$ cat src/cdlm_defines.svh
// Register offsets, field positions, reset values and timing counts of the deskew lock monitor
`ifndef CDLM_DEFINES_SVH
`define CDLM_DEFINES_SVH

// Byte offsets of the register words
`define CDLM_OFS_CTRL 4'h0
`define CDLM_OFS_STATUS 4'h4
`define CDLM_OFS_TAP 4'h8
`define CDLM_OFS_PERIOD 4'hc

// Control word fields
`define CDLM_CTRL_SOFT_RST 0
`define CDLM_CTRL_SRC_SYNC 1
`define CDLM_CTRL_SYN_EN 2
`define CDLM_CTRL_STARTUP_WAIT 3
`define CDLM_CTRL_W 4
// Control reset value: system-synchronous, synthesized output off, startup does not wait
`define CDLM_CTRL_RESET 4'h0

// Status word fields
`define CDLM_STAT_LOCKED 0
`define CDLM_STAT_IN_STOP 1
`define CDLM_STAT_SYN_STOP 2

// Timing: system clock rate and the synthesized-stop delay
`define CDLM_CLK_MHZ 25
`define CDLM_SYNTH_STOP_US 100
`define CDLM_SYNTH_STOP_CYC (`CDLM_SYNTH_STOP_US * `CDLM_CLK_MHZ)

`endif

$ cat src/cdlm_pkg.sv
// Types shared by the deskew lock monitor
package cdlm_pkg;

   // Lock controller states, one-hot
   typedef enum logic [3:0]
   {
      CDLM_SEEK = 4'h1,
      CDLM_VERIFY = 4'h2,
      CDLM_LOCKED = 4'h4,
      CDLM_LOST = 4'h8
   } cdlm_lock_state_t;

endpackage : cdlm_pkg

$ cat src/cdlm_delay_line.sv
// Tapped delay line that holds sampled reference clock levels
`timescale 1ns/1ps
module cdlm_delay_line #(
   parameter int DEPTH = 64,
   parameter int TAP_W = 6
) (
   input wire logic clk_sys_i,
   input wire logic resetn_i,
   input wire logic din_i,
   input wire logic [TAP_W-1:0] tap_i,
   output logic dout_o
);

   // Refuse shapes the tap selector cannot address
   if (DEPTH < 2 || (1 << TAP_W) < DEPTH)
   begin : g_bad_shape
      $error("cdlm_delay_line: DEPTH and TAP_W do not fit");
   end

   // One stage per system clock, the delay element step
   logic [DEPTH-1:0] line_q;

   // Shift the sampled level along the line
   always_ff @(posedge clk_sys_i or negedge resetn_i)
   begin
      if (!resetn_i)
      begin
         line_q <= '0;
      end
      else
      begin
         line_q <= {line_q[DEPTH-2:0], din_i};
      end
   end

   // Selected tap, registered so the output clock comes from a flop
   always_ff @(posedge clk_sys_i or negedge resetn_i)
   begin
      if (!resetn_i)
      begin
         dout_o <= 1'b0;
      end
      else
      begin
         dout_o <= line_q[tap_i];
      end
   end

endmodule : cdlm_delay_line

$ cat src/cdlm_lock_monitor.sv
// Deskew unit: delay-line lock loop, stop detection, startup hold and register slave
//
// Design decisions made here: the register addresses and the Avalon-MM interface to the registers.
`timescale 1ns/1ps
`include "cdlm_defines.svh"
module cdlm_lock_monitor #(
   parameter int TAPS = 64,
   parameter int FB_SYS_TAPS = 4,
   parameter int LOCK_HOLD = 8,
   parameter int JIT_TOL = 2,
   parameter int UPD_DIV = 4,
   parameter int SYN_DIV = 2
) (
   input wire logic clk_sys_i,
   input wire logic resetn_i,
   input wire logic reference_clock_in_i,
   input wire logic feedback_clock_in_i,
   input wire logic cfg_active_i,
   input wire logic lock_wait_startup_cycle_i,
   output logic zero_phase_output_o,
   output logic synthesized_output_o,
   output logic synthesized_output_inverted_o,
   output logic locked_o,
   output logic startup_hold_o,
   input wire logic [3:0] avs_address_i,
   input wire logic avs_read_i,
   input wire logic avs_write_i,
   input wire logic [31:0] avs_writedata_i,
   input wire logic [3:0] avs_byteenable_i,
   output logic [31:0] avs_readdata_o,
   output logic avs_waitrequest_o
);

   localparam int TAP_W = $clog2(TAPS);
   localparam int CNT_W = 16;

   // Refuse parameter values the logic cannot serve
   if (TAPS < 2 || FB_SYS_TAPS < 2 || LOCK_HOLD < 2 || LOCK_HOLD > 255 || UPD_DIV < 1 || UPD_DIV > 255
       || SYN_DIV < 1 || SYN_DIV > 255 || JIT_TOL < 0)
   begin : g_bad_param
      $error("cdlm_lock_monitor: parameter out of range");
   end

   // Absolute difference of two period counts
   function automatic logic [CNT_W-1:0] cdlm_absdiff(input logic [CNT_W-1:0] a, input logic [CNT_W-1:0] b);
      cdlm_absdiff = (a > b) ? (a - b) : (b - a);
   endfunction : cdlm_absdiff

   // Pin synchronisers, two flops each
   logic ref_s1_q, ref_s2_q, fb_s1_q, fb_s2_q;
   // Previous levels for edge detection
   logic ref_p_q, fb_p_q, out_p_q;
   // Feedback delay element pipeline
   logic [FB_SYS_TAPS-1:0] fb_pipe_q;
   // Control word and Avalon handshake
   logic [`CDLM_CTRL_W-1:0] ctrl_q;
   logic ack_q;
   // Lock loop state
   cdlm_pkg::cdlm_lock_state_t state_q;
   logic [TAP_W-1:0] tap_q;
   logic [7:0] match_cnt_q;
   logic [7:0] upd_cnt_q;
   logic [CNT_W-1:0] since_ref_q, period_q, out_since_q;
   logic ref_paused_q, in_stop_q;
   // Synthesized output
   logic [7:0] syn_cnt_q;
   logic synth_q, synth_n_q, synth_halt_q, synth_stop_q;
   logic [11:0] halt_cnt_q;
   // Combinational helpers
   logic unit_rst, fb_used, ref_rise, fb_rise, line_out, out_edge, upd_en, wr_fire, locked;
   logic [CNT_W-1:0] meas;

   // Unit reset: configuration in progress or software request
   assign unit_rst = cfg_active_i | ctrl_q[`CDLM_CTRL_SOFT_RST];
   assign locked = (state_q == cdlm_pkg::CDLM_LOCKED);

   // Two-flop synchronisers for both clock pins
   always_ff @(posedge clk_sys_i or negedge resetn_i)
   begin
      if (!resetn_i)
      begin
         ref_s1_q <= 1'b0;
         ref_s2_q <= 1'b0;
         fb_s1_q <= 1'b0;
         fb_s2_q <= 1'b0;
      end
      else
      begin
         ref_s1_q <= reference_clock_in_i;
         ref_s2_q <= ref_s1_q;
         fb_s1_q <= feedback_clock_in_i;
         fb_s2_q <= fb_s1_q;
      end
   end

   // Feedback delay element: fixed taps unless source-synchronous
   always_ff @(posedge clk_sys_i or negedge resetn_i)
   begin
      if (!resetn_i)
      begin
         fb_pipe_q <= '0;
      end
      else
      begin
         fb_pipe_q <= {fb_pipe_q[FB_SYS_TAPS-2:0], fb_s2_q};
      end
   end
   assign fb_used = ctrl_q[`CDLM_CTRL_SRC_SYNC] ? fb_s2_q : fb_pipe_q[FB_SYS_TAPS-1];

   // Edge history for the phase detector and output monitor
   always_ff @(posedge clk_sys_i or negedge resetn_i)
   begin
      if (!resetn_i)
      begin
         ref_p_q <= 1'b0;
         fb_p_q <= 1'b0;
         out_p_q <= 1'b0;
      end
      else
      begin
         ref_p_q <= ref_s2_q;
         fb_p_q <= fb_used;
         out_p_q <= line_out;
      end
   end
   assign ref_rise = ref_s2_q & ~ref_p_q;
   assign fb_rise = fb_used & ~fb_p_q;
   assign out_edge = line_out ^ out_p_q;
   // Period just completed, counted in system clocks
   assign meas = since_ref_q + 1'b1;

   // Delay line: output is the reference delayed by the selected tap
   cdlm_delay_line #(
      .DEPTH(TAPS),
      .TAP_W(TAP_W)
   ) u_line (
      .clk_sys_i(clk_sys_i),
      .resetn_i(resetn_i),
      .din_i(ref_s2_q),
      .tap_i(tap_q),
      .dout_o(line_out)
   );
   assign zero_phase_output_o = line_out;

   // Tap update rate divider, one-cycle enable
   always_ff @(posedge clk_sys_i or negedge resetn_i)
   begin
      if (!resetn_i)
      begin
         upd_cnt_q <= 8'h00;
      end
      else if (upd_cnt_q == 8'(UPD_DIV - 1))
      begin
         upd_cnt_q <= 8'h00;
      end
      else
      begin
         upd_cnt_q <= upd_cnt_q + 8'h01;
      end
   end
   assign upd_en = (upd_cnt_q == 8'(UPD_DIV - 1));

   // Cycles since the last reference edge, saturating
   always_ff @(posedge clk_sys_i or negedge resetn_i)
   begin
      if (!resetn_i)
      begin
         since_ref_q <= '0;
      end
      else if (ref_rise)
      begin
         since_ref_q <= '0;
      end
      else if (since_ref_q != '1)
      begin
         since_ref_q <= since_ref_q + 1'b1;
      end
   end

   // Reference pause: no edge for two periods; any restart phase is fine
   always_ff @(posedge clk_sys_i or negedge resetn_i)
   begin
      if (!resetn_i)
      begin
         ref_paused_q <= 1'b0;
      end
      else if (unit_rst || ref_rise)
      begin
         ref_paused_q <= 1'b0;
      end
      else if (period_q != '0 && since_ref_q > {period_q[CNT_W-2:0], 1'b0})
      begin
         ref_paused_q <= 1'b1;
      end
   end

   // Lock controller: seek taps, verify coincidence, hold or lose lock
   always_ff @(posedge clk_sys_i or negedge resetn_i)
   begin
      if (!resetn_i)
      begin
         state_q <= cdlm_pkg::CDLM_SEEK;
         tap_q <= '0;
         match_cnt_q <= 8'h00;
         period_q <= '0;
      end
      else if (unit_rst)
      begin
         state_q <= cdlm_pkg::CDLM_SEEK;
         tap_q <= '0;
         match_cnt_q <= 8'h00;
         period_q <= '0;
      end
      else
      begin
         unique case (state_q)
            cdlm_pkg::CDLM_SEEK:
            begin
               // Coincident edges mean feedback sits one full period behind
               if (ref_rise && fb_rise)
               begin
                  state_q <= cdlm_pkg::CDLM_VERIFY;
                  match_cnt_q <= 8'h01;
               end
               else if (ref_rise && upd_en)
               begin
                  tap_q <= (tap_q == TAP_W'(TAPS - 1)) ? '0 : tap_q + 1'b1;
               end
            end
            cdlm_pkg::CDLM_VERIFY:
            begin
               // Demand a run of coincident edges before declaring lock
               if (ref_rise && fb_rise)
               begin
                  match_cnt_q <= match_cnt_q + 8'h01;
                  period_q <= meas;
                  if (match_cnt_q == 8'(LOCK_HOLD - 1))
                  begin
                     state_q <= cdlm_pkg::CDLM_LOCKED;
                  end
               end
               else if (ref_rise)
               begin
                  state_q <= cdlm_pkg::CDLM_SEEK;
                  match_cnt_q <= 8'h00;
               end
            end
            cdlm_pkg::CDLM_LOCKED:
            begin
               // Period check skips the first edge after a pause
               if (ref_rise && !ref_paused_q && cdlm_absdiff(meas, period_q) > CNT_W'(JIT_TOL))
               begin
                  state_q <= cdlm_pkg::CDLM_LOST;
               end
            end
            cdlm_pkg::CDLM_LOST:
            begin
               state_q <= cdlm_pkg::CDLM_LOST;
            end
            default:
            begin
               state_q <= cdlm_pkg::CDLM_SEEK;
            end
         endcase
      end
   end
   assign locked_o = locked;

   // Cycles since the last output edge
   always_ff @(posedge clk_sys_i or negedge resetn_i)
   begin
      if (!resetn_i)
      begin
         out_since_q <= '0;
      end
      else if (out_edge)
      begin
         out_since_q <= '0;
      end
      else if (out_since_q != '1)
      begin
         out_since_q <= out_since_q + 1'b1;
      end
   end

   // Input-stop flag: set once drained output goes quiet, cleared on refill
   always_ff @(posedge clk_sys_i or negedge resetn_i)
   begin
      if (!resetn_i)
      begin
         in_stop_q <= 1'b0;
      end
      else if (!locked || unit_rst)
      begin
         in_stop_q <= 1'b0;
      end
      else if (out_edge)
      begin
         in_stop_q <= 1'b0;
      end
      else if (ref_paused_q && out_since_q > period_q)
      begin
         in_stop_q <= 1'b1;
      end
   end

   // Synthesized output divider, runs only while locked and not halted
   always_ff @(posedge clk_sys_i or negedge resetn_i)
   begin
      if (!resetn_i)
      begin
         syn_cnt_q <= 8'h00;
         synth_q <= 1'b0;
         synth_n_q <= 1'b1;
      end
      else if (unit_rst || !ctrl_q[`CDLM_CTRL_SYN_EN])
      begin
         syn_cnt_q <= 8'h00;
         synth_q <= 1'b0;
         synth_n_q <= 1'b1;
      end
      else if (locked && !synth_halt_q)
      begin
         if (syn_cnt_q == 8'(SYN_DIV - 1))
         begin
            syn_cnt_q <= 8'h00;
            synth_q <= ~synth_q;
            synth_n_q <= synth_q;
         end
         else
         begin
            syn_cnt_q <= syn_cnt_q + 8'h01;
         end
      end
   end
   assign synthesized_output_o = synth_q;
   assign synthesized_output_inverted_o = synth_n_q;

   // Halt and stopped flag: only a unit reset recovers them
   always_ff @(posedge clk_sys_i or negedge resetn_i)
   begin
      if (!resetn_i)
      begin
         synth_halt_q <= 1'b0;
         synth_stop_q <= 1'b0;
         halt_cnt_q <= 12'h000;
      end
      else if (unit_rst)
      begin
         synth_halt_q <= 1'b0;
         synth_stop_q <= 1'b0;
         halt_cnt_q <= 12'h000;
      end
      else if (!synth_halt_q)
      begin
         synth_halt_q <= ctrl_q[`CDLM_CTRL_SYN_EN] & ref_paused_q;
      end
      else if (halt_cnt_q == 12'(`CDLM_SYNTH_STOP_CYC - 1))
      begin
         synth_stop_q <= 1'b1;
      end
      else
      begin
         halt_cnt_q <= halt_cnt_q + 12'h001;
      end
   end

   // Startup held only when the wait option is set and not yet locked
   assign startup_hold_o = ctrl_q[`CDLM_CTRL_STARTUP_WAIT] & lock_wait_startup_cycle_i & ~locked;

   // Avalon slave: one wait cycle, then the access completes
   assign avs_waitrequest_o = (avs_read_i | avs_write_i) & ~ack_q;
   assign wr_fire = avs_write_i & ack_q;
   always_ff @(posedge clk_sys_i or negedge resetn_i)
   begin
      if (!resetn_i)
      begin
         ack_q <= 1'b0;
      end
      else
      begin
         ack_q <= (avs_read_i | avs_write_i) & ~ack_q;
      end
   end

   // Control word; soft reset clears itself the next cycle
   always_ff @(posedge clk_sys_i or negedge resetn_i)
   begin
      if (!resetn_i)
      begin
         ctrl_q <= `CDLM_CTRL_RESET;
      end
      else if (wr_fire && avs_address_i == `CDLM_OFS_CTRL && avs_byteenable_i[0])
      begin
         ctrl_q <= avs_writedata_i[`CDLM_CTRL_W-1:0];
      end
      else
      begin
         ctrl_q[`CDLM_CTRL_SOFT_RST] <= 1'b0;
      end
   end

   // Read data captured in the wait cycle, stands at the completing edge
   always_ff @(posedge clk_sys_i or negedge resetn_i)
   begin
      if (!resetn_i)
      begin
         avs_readdata_o <= 32'h0000_0000;
      end
      else if (avs_read_i && !ack_q)
      begin
         unique case (avs_address_i)
            `CDLM_OFS_CTRL: avs_readdata_o <= {28'h0000000, ctrl_q};
            `CDLM_OFS_STATUS: avs_readdata_o <= {29'h0, synth_stop_q, in_stop_q, locked};
            `CDLM_OFS_TAP: avs_readdata_o <= 32'(tap_q);
            `CDLM_OFS_PERIOD: avs_readdata_o <= {16'h0000, period_q};
            default: avs_readdata_o <= 32'h0000_0000;
         endcase
      end
   end
endmodule : cdlm_lock_monitor

$ cat config.mk
export PLATFORM = sky130hd
export DESIGN_NAME = cdlm_lock_monitor
export DESIGN_NICKNAME = d
export VERILOG_FILES = /design/src/cdlm_pkg.sv /design/src/cdlm_delay_line.sv /design/src/cdlm_lock_monitor.sv
export VERILOG_INCLUDE_DIRS = /design/src
export SDC_FILE = /design/constraint.sdc
export NUM_CORES = 1
export LEC_CHECK = 0
export ABC_AREA = 0
export BUFFER_PORTS_ARGS = -buffer_cell sky130_fd_sc_hd__buf_2
export CAP_MARGIN = 25
export CORE_MARGIN = 1.5
export CORE_UTILIZATION = 35
export CTS_BUF_LIST = sky130_fd_sc_hd__clkbuf_16
export CTS_CLUSTER_SIZE = 10
export DETAILED_ROUTE_END_ITERATION = 10
export GPL_ROUTABILITY_DRIVEN = 0
export HOLD_SLACK_MARGIN = 0.06
export PLACE_DENSITY = 0.48
export SYNTH_ARGS = -nofsm -noshare
export SYNTH_HDL_FRONTEND = slang
export SYNTH_SLANG_ARGS = --single-unit
$ cat constraint.sdc
create_clock -name clk_sys_i -period 5.05 [get_ports clk_sys_i]
set_input_delay 0.7575 -clock clk_sys_i [delete_from_list [all_inputs] [get_ports clk_sys_i]]
set_output_delay 0.7575 -clock clk_sys_i [all_outputs]
set_load 0.01 [all_outputs]
==> results.py <==
metrics = {
    "outcome": {
        "status": "finished clean",
    },
    "clock_network": {
        "root_buffer": "clkbuf_16",
        "clock-sinks": 196,
        "cts_resized": 0,
        "cts-buffers-inserted": 17,
        "cts_tree": "built",
        "clk_pin_slew_worst_paths_ns": 0.09,
        "clk_latency_ns": 0.45,
        "post_cts_buffers": 0,
        "cts_hold_buf": 0,
        "clockBufferDepth": 2,
        "cts_htree_levels": 4,
    },
    "power_and_ir_drop": {
        "p_total_uw": 4110,
        "power.density_nw_per_um2": 349.2,
        "total_leakage_power_uw": 0.005490,
        "peakVddDrop_v": 0.0002275,
    },
    "global_routing": {
        "overflow": 0,
        "grt_pass1_wl_um": 41650,
        "grt_busiest_layer": "met2",
        "first_global_vias": 7419,
        "grt_use_met3_pct": 2.771,
        "antenna_found_initial": 0,
        "track_usage_pct": 17.20,
        "met2_usage_pct": 26.42,
        "met1_usage_pct": 24.66,
        "grt_max_degree": 110,
    },
    "synthesis": {
        "yosysWarningCount": 0,
        "async_reset_ff_share_pct": 100.0,
        "postSynthCellCount": 1016,
        "ys_ff_latch": 196,
        "synth_top_area_cell": "dfrtp_1",
        "synth_area_leaders": "dfrtp_1 46%, ha_1 8.3%, mux4_2 5.1%, nor2_1 3.5%, o21ai_0 2.7%",
        "synth.cell_area_sq_um": 10580,
        "ys_seq_area_share_pct": 46.40,
        "synth_top_cell_area_share_pct": 45.91,
        "ys_types": 69,
        "ys_dominant_reg_cell": "dfrtp_1",
        "synth-edff-count": 0,
        "syn_avg_cell_area_sq_um": 10.41,
    },
    "die": {
        "dieArea_sq_um": 31270,
        "row_count": 63,
        "core_sq_um": 29720,
        "io_pins": 86,
        "die_h_um": 176.8,
        "die_w_um": 176.8,
        "initial_core_util_pct": 35.59,
    },
    "routing": {
        "drc": 0,
        "dr.pass1.iters": 5,
        "wirelength_um": 25450,
        "postRouteAntennaNets": 0,
        "drtIter0Drc": 510,
        "post_drt_wl_per_cell_um": 17.51,
        "vias": 7623,
        "drt-vias-per-instance": 5.243,
    },
    "critical_path": {
        "cp-endpoint": "state_q[3]",
        "rr_startpoint": "since_ref_q[2]",
        "reg2reg_slack_ns": 0.54,
        "crit_start": "since_ref_q[2]",
        "worstPathRequired_ns": 5.44,
        "worstSetupPathType": "reg -> reg",
        "worst_setup_path_end_kind": "flip-flop",
        "r2r_end": "state_q[3]",
        "reg2regPathDepth": 15,
        "cp-start-kind": "flip-flop",
        "critPathMaxFanout": 7,
        "arrival_ns": 4.90,
    },
    "sta": {
        "period_needed_ns": 4.513,
        "max-slew-margin-rel_pct": 39.19,
        "clock_skew_ns": 0.01913,
        "setup_violations": 0,
        "finalHoldViolCount": 0,
        "max_freq_mhz": 221.6,
        "fin_crit_sh_pct": 89.37,
        "rsz0062_at_grt": "no",
        "drv_slew": 0,
        "setup_tns_ns": 0,
        "tightest_slew_ns": 0.9122,
    },
    "cells_and_area": {
        "final_common_cell": "dfrtp_1",
        "finalNetCount": 1171,
        "num-fill-cells": 2903,
        "layout-drive-gt1-share_pct": 11.94,
        "n_antenna_cell": 0,
        "mostFrequentLayoutCells": "194 x dfrtp_1, 98 x nor2_1, 70 x ha_1",
        "multi_input_area_sq_um": 5246,
        "design_area_sq_um": 11770,
        "register_area_sq_um": 4907,
        "fin_cells": 1454,
        "areaGrowthSynthToFinish_pct": 11.30,
    },
    "placed_design": {
        "portBuffers": 38,
        "place_inst": 1422,
        "dp_hpwl_um": 18550,
        "dpl_cell_area_sq_um": 11170,
    },
    "min_path": {
        "hp-class": "reg -> reg",
        "hold_depth": 0,
    },
    "flow_run": {
        "drv_cap": 0,
    },
}
[routing by layer]
layer	wire length, um	vias up
li1	-	3703
met1	12520	3771
met2	11750	124
met3	704	25
met4	484	0
met5	0	-
[through the flow]
stage / hold slack [ns] / util [%] / setup slack, ns
floorplan: 0.3312 / - / 1.246
global placement: 0.3356 / 37.53 / 0.6012
detailed placement: 0.3362 / 37.60 / 0.5850
CTS: 0.3533 / 39.61 / 0.5730
global route: 0.3551 / 39.61 / 0.2246
finish: 0.3499 / 39.61 / 0.5368
[area by class of cell]
type	count	share of cell area (%)
Multi-Input combinational cell	730	44.57
Sequential cell	196	41.69
Tap cell	390	4.146
Clock buffer	17	3.614
Timing Repair Buffer	54	2.860
Inverter	52	1.658
Clock inverter	15	1.456
[cell usage after synthesis, types with 20 or more instances]
cell and n:
dfrtp_1 194, nor2_1 98, ha_1 70, o21ai_0 58
nand2_1 57, inv_1 50, nand3_1 45, a21oi_1 38
xor2_1 33, nand4_1 30, xnor2_1 28, clkbuf_1 26
mux4_2 24, a21o_1 20
[how the worst min path moves through the flow]
stage	from	endpoint	slack, ns
final	fb_pipe_q[2]	fb_pipe_q[3]	0.35
after global placement	fb_pipe_q[2]	fb_pipe_q[3]	0.34
after CTS	fb_pipe_q[2]	fb_pipe_q[3]	0.35
after detailed placement	fb_pipe_q[2]	fb_pipe_q[3]	0.34
after global routing	ref_s1_q	ref_s2_q	0.36
after floorplan	fb_pipe_q[0]	fb_pipe_q[1]	0.33
[cells by family (layout without fill, tap and decap cells)]
| kind of cell | after synthesis | after routing | share of synthesized area, % |
|---|---|---|---|
| AO/OA/AOI/OAI | 221 | 221 | 13.54 |
| XOR/XNOR | 61 | 61 | 5.052 |
| adder cells (fa/ha/maj) | 72 | 72 | 8.661 |
| buffers and inverters | 105 | 138 | 4.519 |
| flip-flops | 196 | 196 | 46.40 |
| multiplexers | 38 | 38 | 6.496 |
| other | 1 | 16 | 0.03546 |
| AND/OR/NAND/NOR | 322 | 322 | 15.30 |
[power by group]
group	switching (uW)	total, uW	internal (uW)	leakage, uW
logic	579	1030	455	0.00263
registers	55.0	1680	1630	0.00258
clock network	689	1390	705	0.000280
[state kept, by name, summed over array words and instances, names as in the netlist, 4 cells and up]
signal and flops:
state_q 4, syn_cnt_q 8, tap_q 6, out_since_q 16, match_cnt_q 8, upd_cnt_q 8, since_ref_q 16, u_line.line_q 64
ctrl_q 4, avs_readdata_o 16, period_q 16, fb_pipe_q 4, halt_cnt_q 12
[worst max-delay path: stages, from the launching register on]
cell and delay, ns:
dfrtp_1 0.43, and3_1 0.22, and3_1 0.20, and3_1 0.24, nor2b_1 0.30, nand2_1 0.10, xor2_1 0.26, inv_1 0.08
ha_1 0.38, nand4_1 0.23, or4_1 0.73, and2_4 0.24, a211o_1 0.27, and3_1 0.18, o2111ai_1 0.39, and3_1 0.21
(Power assumes the default switching activity.)
